## src/rtl/ccd_pkg.sv

```systemverilog
// Constants and types for the CPU core clock and datapath block
package ccd_pkg;
   // Register byte offsets
   localparam logic [11:0] CCD_OFF_CLKSEL = 12'h000;
   localparam logic [11:0] CCD_OFF_CMD = 12'h004;
   localparam logic [11:0] CCD_OFF_ACC = 12'h008;
   localparam logic [11:0] CCD_OFF_BREG = 12'h00c;
   localparam logic [11:0] CCD_OFF_EREG = 12'h010;
   localparam logic [11:0] CCD_OFF_DREG = 12'h014;
   localparam logic [11:0] CCD_OFF_STACK = 12'h018;
   localparam logic [11:0] CCD_OFF_PC = 12'h01c;
   localparam logic [11:0] CCD_OFF_STATUS = 12'h020;
   localparam logic [11:0] CCD_OFF_MEM = 12'h024;
   localparam logic [11:0] CCD_OFF_DPTR = 12'h028;
   // Clock select fields
   localparam int CCD_SEL_SUB = 0;
   localparam int CCD_SEL_STOP = 1;
   localparam int CCD_DIV_LO = 2;
   localparam logic [3:0] CCD_CLKSEL_RST = 4'hc;
   localparam logic [1:0] CCD_INSTR_DIV = 2'h2;
   localparam logic [2:0] CCD_SP_RST = 3'h7;
   localparam logic [1:0] CCD_MAIN_RING = 2'h0;
   localparam logic [1:0] CCD_MAIN_CER = 2'h1;
   localparam logic [1:0] CCD_MAIN_RC = 2'h2;
   // Command codes written to the command register
   typedef enum logic [4:0] {
      CCD_OP_NOP = 5'h00,
      CCD_OP_ADD_IMM = 5'h01,
      CCD_OP_ADD_MEM = 5'h02,
      CCD_OP_ADC_MEM = 5'h03,
      CCD_OP_AND_MEM = 5'h04,
      CCD_OP_OR_MEM = 5'h05,
      CCD_OP_CMP_MEM = 5'h06,
      CCD_OP_SETBIT = 5'h07,
      CCD_OP_CLRBIT = 5'h08,
      CCD_OP_ROR_C = 5'h09,
      CCD_OP_SET_C = 5'h0a,
      CCD_OP_CLR_C = 5'h0b,
      CCD_OP_BA_TO_E = 5'h0c,
      CCD_OP_E_TO_BA = 5'h0d,
      CCD_OP_CALL = 5'h0e,
      CCD_OP_RET = 5'h0f,
      CCD_OP_TABLE = 5'h10,
      CCD_OP_IJMP = 5'h11,
      CCD_OP_ICALL = 5'h12,
      CCD_OP_SP_TO_A = 5'h13,
      CCD_OP_INT = 5'h14,
      CCD_OP_RETI = 5'h15,
      CCD_OP_CERAMIC = 5'h16,
      CCD_OP_RCOSC = 5'h17,
      CCD_OP_A_TO_B = 5'h18,
      CCD_OP_B_TO_A = 5'h19
   } ccd_op_t;
endpackage

```

## src/rtl/ccd_core.sv

```systemverilog
// CPU core: clock selector, divider and 4-bit datapath with APB access
//
// The register offsets and register access over APB were left to the implementer.
`timescale 1ns/10ps
module ccd_core #(
   parameter int PC_W = 14,
   parameter int DP_W = 9,
   parameter int STACK_DEPTH = 8
) (
   input wire logic pclk,
   input wire logic presetn,
   input wire logic [11:0] paddr,
   input wire logic psel,
   input wire logic penable,
   input wire logic pwrite,
   input wire logic [31:0] pwdata,
   input wire logic [3:0] pstrb,
   output logic [31:0] prdata,
   output logic pready,
   output logic pslverr,
   input wire logic main_osc_clk,
   input wire logic ring_osc_clk,
   input wire logic sub_osc_clk,
   input wire logic skip_flag_in,
   output logic main_osc_enable,
   output logic system_clock,
   output logic instruction_clock,
   output logic machine_cycle,
   output logic [6:0] inpage_rom_addr
);
   import ccd_pkg::*;

   localparam int SP_W = $clog2(STACK_DEPTH);
   localparam logic [SP_W-1:0] SP_ONE = SP_W'(1);

   logic [3:0] clksel_reg, clksel_next;
   logic [1:0] mainsrc_reg, mainsrc_next;
   logic [3:0] acc_reg, acc_next;
   logic carry_reg, carry_next;
   logic [3:0] b_reg, b_next;
   logic [7:0] e_reg, e_next;
   logic [2:0] d_reg, d_next;
   logic [3:0] mem_reg, mem_next;
   logic [3:0] imm_reg, imm_next;
   logic [DP_W-1:0] dptr_reg, dptr_next;
   logic [PC_W-1:0] pc_reg, pc_next;
   logic [PC_W-1:0] target_reg, target_next;
   logic [SP_W-1:0] sp_reg, sp_next;
   logic [PC_W-1:0] stack_mem [STACK_DEPTH];
   logic [PC_W-1:0] stack_wdata;
   logic stack_we;
   logic cmp_eq_reg, cmp_eq_next;
   logic skip_reg, skip_next;
   logic [DP_W-1:0] ctx_dp_reg, ctx_dp_next;
   logic ctx_c_reg, ctx_c_next;
   logic ctx_s_reg, ctx_s_next;
   logic [3:0] ctx_a_reg, ctx_a_next;
   logic [3:0] ctx_b_reg, ctx_b_next;
   logic [3:0] div_reg, div_next;
   logic [1:0] inst_reg, inst_next;
   logic sys_reg, sys_next;
   logic src_tick;
   logic sys_tick;
   logic wr_en, rd_en;
   logic [31:0] rdata_next;
   logic err_next;
   logic [4:0] cmd;
   logic [4:0] add_sum;
   logic [3:0] div_mask;

   ////////////////////////////////////////////////////////////////////////
   // Bus decode: zero wait states, unmapped reads give zero and an error
   assign pready = 1'b1;
   assign wr_en = psel & penable & pwrite;
   assign rd_en = psel & penable & ~pwrite;
   assign cmd = pwdata[4:0];

   always_comb begin
      rdata_next = 32'h0000_0000;
      err_next = 1'b0;
      unique case (paddr)
         CCD_OFF_CLKSEL: rdata_next[3:0] = clksel_reg;
         CCD_OFF_CMD: rdata_next[1:0] = mainsrc_reg;
         CCD_OFF_ACC: rdata_next[4:0] = {carry_reg, acc_reg};
         CCD_OFF_BREG: rdata_next[3:0] = b_reg;
         CCD_OFF_EREG: rdata_next[7:0] = e_reg;
         CCD_OFF_DREG: rdata_next[2:0] = d_reg;
         CCD_OFF_STACK: rdata_next[SP_W-1:0] = sp_reg;
         CCD_OFF_PC: rdata_next[PC_W-1:0] = pc_reg;
         CCD_OFF_STATUS: rdata_next[1:0] = {skip_reg, cmp_eq_reg};
         CCD_OFF_MEM: rdata_next[3:0] = mem_reg;
         CCD_OFF_DPTR: rdata_next[DP_W-1:0] = dptr_reg;
         default: err_next = psel;
      endcase
   end

   // Read data is combinational off registered state within the access cycle
   assign prdata = rd_en ? rdata_next : 32'h0000_0000;
   assign pslverr = psel & penable & err_next;

   ////////////////////////////////////////////////////////////////////////
   // Clock source selection and division, counted in pclk ticks
   always_comb begin
      unique case (mainsrc_reg)
         CCD_MAIN_CER, CCD_MAIN_RC: src_tick = main_osc_clk;
         default: src_tick = ring_osc_clk;
      endcase
      if (clksel_reg[CCD_SEL_SUB]) begin
         src_tick = sub_osc_clk;
      end
      // Divide by 1, 2, 4 or 8 from the two upper select bits
      div_mask = 4'((4'h1 << clksel_reg[3:CCD_DIV_LO]) - 4'h1);
      div_next = div_reg;
      sys_tick = 1'b0;
      if (src_tick) begin
         if ((div_reg & div_mask) == div_mask) begin
            div_next = 4'h0;
            sys_tick = 1'b1;
         end else begin
            div_next = 4'(div_reg + 4'h1);
         end
      end
      sys_next = sys_reg ^ sys_tick;
      // Instruction clock: one pulse every third system tick
      inst_next = inst_reg;
      if (sys_tick) begin
         inst_next = (inst_reg == CCD_INSTR_DIV) ? 2'h0 :
            2'(inst_reg + 2'h1);
      end
   end

   // Main oscillator held off while sub-clock runs with the stop bit set
   assign main_osc_enable = ~(clksel_reg[CCD_SEL_SUB] &
      clksel_reg[CCD_SEL_STOP]);
   assign system_clock = sys_reg;
   assign instruction_clock = (inst_reg == 2'h0);
   // One machine cycle per instruction clock period
   assign machine_cycle = sys_tick & (inst_reg == CCD_INSTR_DIV);
   assign inpage_rom_addr = {d_reg, acc_reg};

   ////////////////////////////////////////////////////////////////////////
   // Datapath: commands execute in the pclk cycle of their command register write
   always_comb begin
      clksel_next = clksel_reg;
      mainsrc_next = mainsrc_reg;
      acc_next = acc_reg;
      carry_next = carry_reg;
      b_next = b_reg;
      e_next = e_reg;
      d_next = d_reg;
      mem_next = mem_reg;
      imm_next = imm_reg;
      dptr_next = dptr_reg;
      pc_next = pc_reg;
      target_next = target_reg;
      sp_next = sp_reg;
      stack_we = 1'b0;
      stack_wdata = pc_reg;
      cmp_eq_next = cmp_eq_reg;
      skip_next = skip_reg;
      ctx_dp_next = ctx_dp_reg;
      ctx_c_next = ctx_c_reg;
      ctx_s_next = ctx_s_reg;
      ctx_a_next = ctx_a_reg;
      ctx_b_next = ctx_b_reg;
      add_sum = {1'b0, acc_reg} + {1'b0, mem_reg};
      if (wr_en) begin
         unique case (paddr)
            CCD_OFF_CLKSEL: clksel_next = pwdata[3:0];
            CCD_OFF_ACC: acc_next = pwdata[3:0];
            CCD_OFF_BREG: b_next = pwdata[3:0];
            CCD_OFF_EREG: e_next = pwdata[7:0];
            CCD_OFF_DREG: d_next = pwdata[2:0];
            CCD_OFF_PC: target_next = pwdata[PC_W-1:0];
            CCD_OFF_MEM: mem_next = pwdata[3:0];
            CCD_OFF_DPTR: dptr_next = pwdata[DP_W-1:0];
            CCD_OFF_STATUS: imm_next = pwdata[11:8];
            CCD_OFF_CMD: begin
               unique case (cmd)
                  CCD_OP_ADD_IMM: acc_next = 4'(acc_reg + imm_reg);
                  CCD_OP_ADD_MEM: acc_next = add_sum[3:0];
                  CCD_OP_ADC_MEM: begin
                     add_sum = 5'({1'b0, acc_reg} + {1'b0, mem_reg} +
                        {4'h0, carry_reg});
                     acc_next = add_sum[3:0];
                     carry_next = add_sum[4];
                  end
                  CCD_OP_AND_MEM: acc_next = acc_reg & mem_reg;
                  CCD_OP_OR_MEM: acc_next = acc_reg | mem_reg;
                  CCD_OP_CMP_MEM: cmp_eq_next = (acc_reg == mem_reg);
                  CCD_OP_SETBIT: mem_next = mem_reg | (4'h1 << imm_reg[1:0]);
                  CCD_OP_CLRBIT: mem_next = mem_reg & ~(4'h1 << imm_reg[1:0]);
                  CCD_OP_ROR_C: begin
                     acc_next = {carry_reg, acc_reg[3:1]};
                     carry_next = acc_reg[0];
                  end
                  CCD_OP_SET_C: carry_next = 1'b1;
                  CCD_OP_CLR_C: carry_next = 1'b0;
                  CCD_OP_BA_TO_E: e_next = {b_reg, acc_reg};
                  CCD_OP_E_TO_BA: begin
                     b_next = e_reg[7:4];
                     acc_next = e_reg[3:0];
                  end
                  CCD_OP_A_TO_B: b_next = acc_reg;
                  CCD_OP_B_TO_A: acc_next = b_reg;
                  CCD_OP_CALL, CCD_OP_TABLE, CCD_OP_ICALL: begin
                     // Wraps so the ninth level lands on entry 0 again
                     sp_next = sp_reg + SP_ONE;
                     stack_we = 1'b1;
                     pc_next = (cmd == CCD_OP_CALL) ? target_reg :
                        {pc_reg[PC_W-1:7], d_reg, acc_reg};
                  end
                  CCD_OP_INT: begin
                     sp_next = sp_reg + SP_ONE;
                     stack_we = 1'b1;
                     pc_next = target_reg;
                     ctx_dp_next = dptr_reg;
                     ctx_c_next = carry_reg;
                     ctx_s_next = skip_flag_in;
                     ctx_a_next = acc_reg;
                     ctx_b_next = b_reg;
                  end
                  CCD_OP_RET: begin
                     pc_next = stack_mem[sp_reg];
                     sp_next = sp_reg - SP_ONE;
                  end
                  CCD_OP_RETI: begin
                     pc_next = stack_mem[sp_reg];
                     sp_next = sp_reg - SP_ONE;
                     dptr_next = ctx_dp_reg;
                     carry_next = ctx_c_reg;
                     skip_next = ctx_s_reg;
                     acc_next = ctx_a_reg;
                     b_next = ctx_b_reg;
                  end
                  CCD_OP_IJMP: pc_next = {pc_reg[PC_W-1:7], d_reg, acc_reg};
                  CCD_OP_SP_TO_A: acc_next = 4'(sp_reg);
                  CCD_OP_CERAMIC: mainsrc_next = CCD_MAIN_CER;
                  CCD_OP_RCOSC: mainsrc_next = CCD_MAIN_RC;
                  default: ;
               endcase
            end
            default: ;
         endcase
      end
   end

   ////////////////////////////////////////////////////////////////////////
   // State registers; E, D and the stack body carry no reset value
   always_ff @(posedge pclk or negedge presetn) begin
      if (!presetn) begin
         clksel_reg <= CCD_CLKSEL_RST;
         mainsrc_reg <= CCD_MAIN_RING;
         acc_reg <= 4'h0;
         carry_reg <= 1'b0;
         b_reg <= 4'h0;
         mem_reg <= 4'h0;
         imm_reg <= 4'h0;
         dptr_reg <= '0;
         pc_reg <= '0;
         target_reg <= '0;
         sp_reg <= SP_W'(CCD_SP_RST);
         cmp_eq_reg <= 1'b0;
         skip_reg <= 1'b0;
         ctx_dp_reg <= '0;
         ctx_c_reg <= 1'b0;
         ctx_s_reg <= 1'b0;
         ctx_a_reg <= 4'h0;
         ctx_b_reg <= 4'h0;
         div_reg <= 4'h0;
         inst_reg <= 2'h0;
         sys_reg <= 1'b0;
      end else begin
         clksel_reg <= clksel_next;
         mainsrc_reg <= mainsrc_next;
         acc_reg <= acc_next;
         carry_reg <= carry_next;
         b_reg <= b_next;
         mem_reg <= mem_next;
         imm_reg <= imm_next;
         dptr_reg <= dptr_next;
         pc_reg <= pc_next;
         target_reg <= target_next;
         sp_reg <= sp_next;
         cmp_eq_reg <= cmp_eq_next;
         skip_reg <= skip_next;
         ctx_dp_reg <= ctx_dp_next;
         ctx_c_reg <= ctx_c_next;
         ctx_s_reg <= ctx_s_next;
         ctx_a_reg <= ctx_a_next;
         ctx_b_reg <= ctx_b_next;
         div_reg <= div_next;
         inst_reg <= inst_next;
         sys_reg <= sys_next;
      end
   end

   // Undefined-at-reset registers: software must load them first
   always_ff @(posedge pclk) begin
      e_reg <= e_next;
      d_reg <= d_next;
      if (stack_we) begin
         stack_mem[SP_W'(sp_reg + SP_ONE)] <= stack_wdata;
      end
   end
endmodule

```

## config.mk

```make
export PLATFORM = sky130hd
export DESIGN_NAME = ccd_core
export DESIGN_NICKNAME = d
export VERILOG_FILES = /design/src/rtl/ccd_pkg.sv /design/src/rtl/ccd_core.sv
export SDC_FILE = /design/constraint.sdc
export NUM_CORES = 1
export LEC_CHECK = 0
export BUFFER_PORTS_ARGS = -buffer_cell sky130_fd_sc_hd__buf_2
export CORE_ASPECT_RATIO = 1.75
export CORE_MARGIN = 3
export CORE_UTILIZATION = 52
export CTS_BUF_LIST = sky130_fd_sc_hd__clkbuf_8
export DETAILED_ROUTE_END_ITERATION = 10
export PLACE_DENSITY = 0.74
export SYNTH_ARGS = -nofsm -noshare
export SYNTH_HDL_FRONTEND = slang
export SYNTH_SLANG_ARGS = --single-unit
```

## constraint.sdc

```tcl
create_clock -name pclk -period 3.6 [get_ports pclk]
set_input_delay 0 -clock pclk [delete_from_list [all_inputs] [get_ports pclk]]
set_output_delay 0 -clock pclk [all_outputs]
set_load 0.02 [all_outputs]
```

==> Word-level counts from Yosys, hierarchy flattened <==
Memory sizes are Yosys's and may differ from the RTL's.
Cells that the tools add are included.
{ "totals": {"mem_count": 1, "out_inout_bits": 45, "mem_bits_rw": 112, "word_cells": 166, "register_bits": 102} }
{ "op_classes": {"mux": 35, "n_reduce_logical": 34, "n_addsub": 8, "shifts": 2, "bitwise_logic": 16, "n_eq_ne": 46} }
{ "memory_table": {"columns": ["name", "words", "word_bits", "read_ports", "rd_clocked_by_memory_dff", "wr", "line", "source"], "rows": [
  ["stack_mem", 8, 14, 1, 0, 1, "ccd_core.sv:49", "logic [PC_W-1:0] stack_mem [STACK_DEPTH];"]
]} }
{ "ops": {"columns": ["op", "n"], "rows": [
  ["14-bit case mux with 4 select lines", 1],
  ["5-bit equality test (second input constant)", 10],
  ["12-bit by 5-bit equality test with 1-bit output (second input constant)", 4],
  ["5-bit by 4-bit equality test with 1-bit output (second input constant)", 8],
  ["4-bit case mux with 10 select lines", 1],
  ["12-bit by 6-bit equality test with 1-bit output (second input constant)", 3],
  ["3-bit AND reduction", 12],
  ["4-bit case mux with 2 select lines", 4],
  ["14-bit two-way mux", 2],
  ["12-bit by 4-bit equality test with 1-bit output (second input constant)", 2],
  ["2-bit case mux with 11 select lines", 1],
  ["5-bit by 3-bit equality test with 1-bit output (second input constant)", 4],
  ["9-bit case mux with 2 select lines", 1],
  ["8-bit case mux with 2 select lines", 1],
  ["2-bit nonzero test", 7],
  ["4-bit bitwise AND", 3],
  ["12-bit by 3-bit equality test with 1-bit output (second input constant)", 1],
  ["12-bit zero test", 1],
  ["4-bit case mux with 3 select lines", 1],
  ["11-bit by 2-bit inequality test with 1-bit output (second input constant)", 1],
  ["11-bit OR reduction", 1],
  ["5-bit by 2-bit equality test with 1-bit output (second input constant)", 2],
  ["1-bit two-way mux", 10],
  ["9-bit two-way mux", 1],
  ["other kinds (43)", 59]
]} }

==> Longest topological paths before layout <==
{ "logic_depth": {"depth_word": 7, "depth_mapped": 10, "mapped_depth_nobuf": 10} }

==> Worst setup path after synthesis <==
Ideal clock, no wire load.
{ "synth_path": {"path_kind": "register to register", "from": "reg sp_reg[1]", "to": "mem stack_mem[1][0] (enable)", "setup_ns": 0.403, "stages_incl_launch_ff": 8, "path_buffers": 4, "period_less_slack_ns": 3.254, "path_slack_ns": 0.346, "arrival_ns": 2.852, "required_ns": 3.197, "cell_sequence": "dfstp_2 > clkbuf_1 > buf_2 > buf_1 > inv_1 > ha_1 > clkbuf_1 > nor3_1"} }
{ "synth_between": {"elab_chain_cells": 1} }
{ "synth_lines": {"columns": ["item", "line", "source"], "rows": [
  ["start, declared", "ccd_core.sv:48", "logic [SP_W-1:0] sp_reg, sp_next;"],
  ["start signal, assigned", "ccd_core.sv:262", "sp_reg <= SP_W'(CCD_SP_RST);"],
  ["start signal, assigned", "ccd_core.sv:284", "sp_reg <= sp_next;"],
  ["3-bit by 1-bit adder with 3-bit output", "ccd_core.sv:303", "stack_mem[SP_W'(sp_reg + SP_ONE)] <= stack_wdata;"],
  ["end, declared", "ccd_core.sv:49", null]
]} }
Every way passes these cells.

==> Worst setup path in the final report <==
{ "layout_path": {"from": "in paddr[8]", "to": "out prdata[0]"} }
{ "layout_between": {"elab_chain_cells": 3, "word_cells_on_any_way": 13} }
{ "layout_lines": {"columns": ["item", "line", "source"], "rows": [
  ["start, declared", "ccd_core.sv:12", "input wire logic [11:0] paddr,"],
  ["12-bit by 6-bit equality test with 1-bit output (tied with other cells)", "ccd_core.sv:81", "unique case (paddr)"],
  ["2-bit case mux with 11 select lines (*)", "ccd_core.sv:81", null],
  ["14-bit two-way mux (*)", "ccd_core.sv:98", "assign prdata = rd_en ? rdata_next : 32'h0000_0000;"],
  ["end, declared", "ccd_core.sv:18", "output logic [31:0] prdata,"]
]} }
Mark *: on every way between the ends. The rest lies on a longest branch, timed or not.

==> out/results.tsv <==
stage	metric	value	unit
logic_synthesis	synth_edf_count	123	
detailed_routing	num_vias	7747	
floorplanning	initial_utilization	0.5298	
clocking	clkTransAtPathRegs	0.07	ns
logic_synthesis	ys_seq_elements	213	
floorplanning	io_pins	102	
clocking	max-clock-path-buffers	3	
pwr	cellPowerDensity	400.4	mW/mm²
worst_setup_path	crit_required	3.60	ns
worst_setup_path	crit_path_max_fanout	14	
logic_synthesis	syn_inst	881	
global_route	grt_max_degree	66	
worst_setup_path	crit_path_cell_trace	dlygate4sd3_1, buf_2, nor4_4, dlygate4sd3_1, nand2_4, nor2_1, and3_1, a22oi_1, a31oi_1, buf_2	
logic_synthesis	synthTopCellsByArea	edfxtp_1 34%, dfrtp_1 20%, mux4_2 5.8%	
global_route	gr-total-overflow	0	
clocking	ctsResizeCount	0	
logic_synthesis	ys.flop_type	edfxtp_1	
sta	hold_violations	0	
placement	numPortBuffers	60	
clocking	cts_buffers	29	
finish	drive_gt1_frac	0.2357	
clocking	cts_tree	yes	
detailed_routing	detail-route-antenna-nets	0	
pwr	power	4.873	mW
placement	gp_congestion	0.9802	
global_route	grt_pass1_wl	44.97	mm
sta	rsz0062_at_grt	no	
logic_synthesis	async_flop_share	0.4225	
global_route	grt_pass1_vias	7805	
clocking	clock_sinks	213	
pwr	leakage	5.125	nW
sta	finalMaxSlewViolations	0	
pwr	vdd_drop_max	0.3387	mV
finish	layout_common_cells	123 x edfxtp_1, 94 x nand2_1, 85 x dfrtp_1, 71 x o21ai_0, 59 x buf_2	
worst_setup_path	crit_path_end_kind	output pin	
worst_setup_path	slowest_stage	and3_1	
sta	setup_tns	0	ns
worst_setup_path	arrival	3.39	ns
logic_synthesis	syn_avg_cell_area	12.25	µm²
detailed_routing	first_pass_iters	6	
worst_setup_path	worst-setup-path-type	in2out	
logic_synthesis	synth_top_area_frac	0.3422	
finish	diodes	0	
detailed_routing	viasPerCell	6.222	
finish	post-route-util	0.5974	
detailed_routing	drc	0	
sta	worst_slew_pin_slew	0.9148	ns
detailed_routing	drtIter0Drc	577	
sta	finalSetupViolCount	0	
finish	layout_commonest_cell	edfxtp_1	
logic_synthesis	synth_area	0.01079	mm²
floorplanning	die_area	0.02259	mm²
logic_synthesis	ys_types	73	
logic_synthesis	yosysWarnings	0	
status	outcome	complete, no violations	
global_route	antenna_found_initial	0	
sta	fmax	295.1	MHz
floorplanning	fp.dieW	114.9	µm
detailed_routing	routedWlPerCell	23.49	µm
worst_hold_path	hold_class	in2reg	
worst_setup_path	startpoint_type	primary input	
sta	fin_skew	0.01641	ns
logic_synthesis	ys_seq_area_frac	0.5514	
finish	syn2layout_area_growth	12.76	%
placement	placed_cell_area	0.01133	mm²
clocking	cts_root_buf	clkbuf_8	
floorplanning	core_area	0.02037	mm²
clocking	postCtsHoldBufs	21	
floorplanning	die_y	196.6	µm
clocking	cts_htree_levels	1	
finish	finish.instance_area	0.01217	mm²
floorplanning	rows	69	
logic_synthesis	yosysTopAreaCell	edfxtp_1	
finish	nNetsFinal	1049	
clocking	post_cts_buffers	0	
job	drv_cap	0	
placement	dp_hpwl	20.75	mm
global_route	grt_usage	0.2626	
clocking	clk_latency	0.58	ns
sta	min_period	3.389	ns
worst_setup_path	slowest_delay	0.70	ns
sta	min_period_over_period	0.9413	
sta	relSlewSlack	0.3901	
finish	largest_reg_flops	112	
detailed_routing	wirelength	29.25	mm
-- layer usage --
metal  GRT usage  up-vias  wire (µm)
met5           0        -          0
met4      0.1654        0       1948
met3     0.03410      100       1716
met2      0.4641      349      15570
met1      0.2933     3832      10010
li1            -     3466          -
-- kinds of logic (layout without fill, tap and decap cells) --
logic type / Yosys count / in the layout / share of synthesized area
other: 2 / 19 / 0.0006958
adder cells (fa/ha/maj): 18 / 18 / 0.02226
XOR/XNOR: 14 / 14 / 0.01275
multiplexers: 107 / 107 / 0.1368
AND/OR/NAND/NOR: 246 / 246 / 0.1179
AO/OA/AOI/OAI: 194 / 194 / 0.1149
flip-flops: 213 / 213 / 0.5514
buffers and inverters: 87 / 186 / 0.04335
-- worst max-delay path: cells and delay by family --
family,cells,cell delay (ns)
simple gates,4,1.31
compound gates,2,0.52
buf+inv,4,1.54
-- metrics by stage --
stage	hold WS (ns)	instances	setup WS, ns
2_1_floorplan	-0.2956	898	0.3455
3_3_place_gp	0.1691	1170	1.072
3_5_place_dp	0.1729	1170	1.048
4_1_cts	0.01410	1245	0.3246
5_1_grt	0.05047	1245	0.1165
6_report	0.05922	1245	0.2113
-- layout make-up --
class	instances	area, µm²
Clock inverter	20	162.7
Clock buffer	34	467.9
Multi-Input combinational cell	598	4458
Inverter	20	75.07
Fill cell	1642	8203
Tap cell	248	310.3
Sequential cell	213	5952
Timing Repair Buffer	112	745.7
-- cell usage after synthesis, drive strengths merged, types with 5 or more instances --
cell type  instances
nand2b            12
clkbuf            27
nor3              20
nand4              5
dfstp              5
inv               20
mux4              28
a21oi             31
ha                16
a21o              15
dfrtp             85
nor2              52
nand2             96
edfxtp           123
o21ai             77
a222oi             9
o21bai             5
nand3             12
a22o               5
mux2              44
and3               9
a31oi              6
buf               40
nor2b              7
mux2i             35
nor4               9
a22oi             13
xnor2              9
-- final timing paths --
path / start / end / slack (ns) / cells after the start
worst max-delay path: paddr[8] / prdata[0] / 0.21 / 10
worst min-delay path: pwdata[0] / mainsrc_reg[0]$_DFFE_PN0P_ / 0.06 / 2
worst max register to register: acc_reg[2]$_DFFE_PN0P_ / acc_reg[3]$_DFFE_PN0P_ / 1.04 / 8
worst min register to register: ctx_b_reg[2]$_DFFE_PN0P_ / ctx_b_reg[2]$_DFFE_PN0P_ / 0.48 / 2
max in group asynchronous: presetn / clksel_reg[3]$_DFFE_PN1P_ / 2.61 / 3
min in group asynchronous: presetn / pc_reg[8]$_DFFE_PN0P_ / 0.07 / 2
-- power by group --
group / switching (mW) / total [mW] / internal, mW
clock network: 0.900 / 1.98 / 1.08
registers: 0.0165 / 2.60 / 2.58
logic: 0.200 / 0.299 / 0.0987
Note: power is estimated with default switching activity, not from simulation.
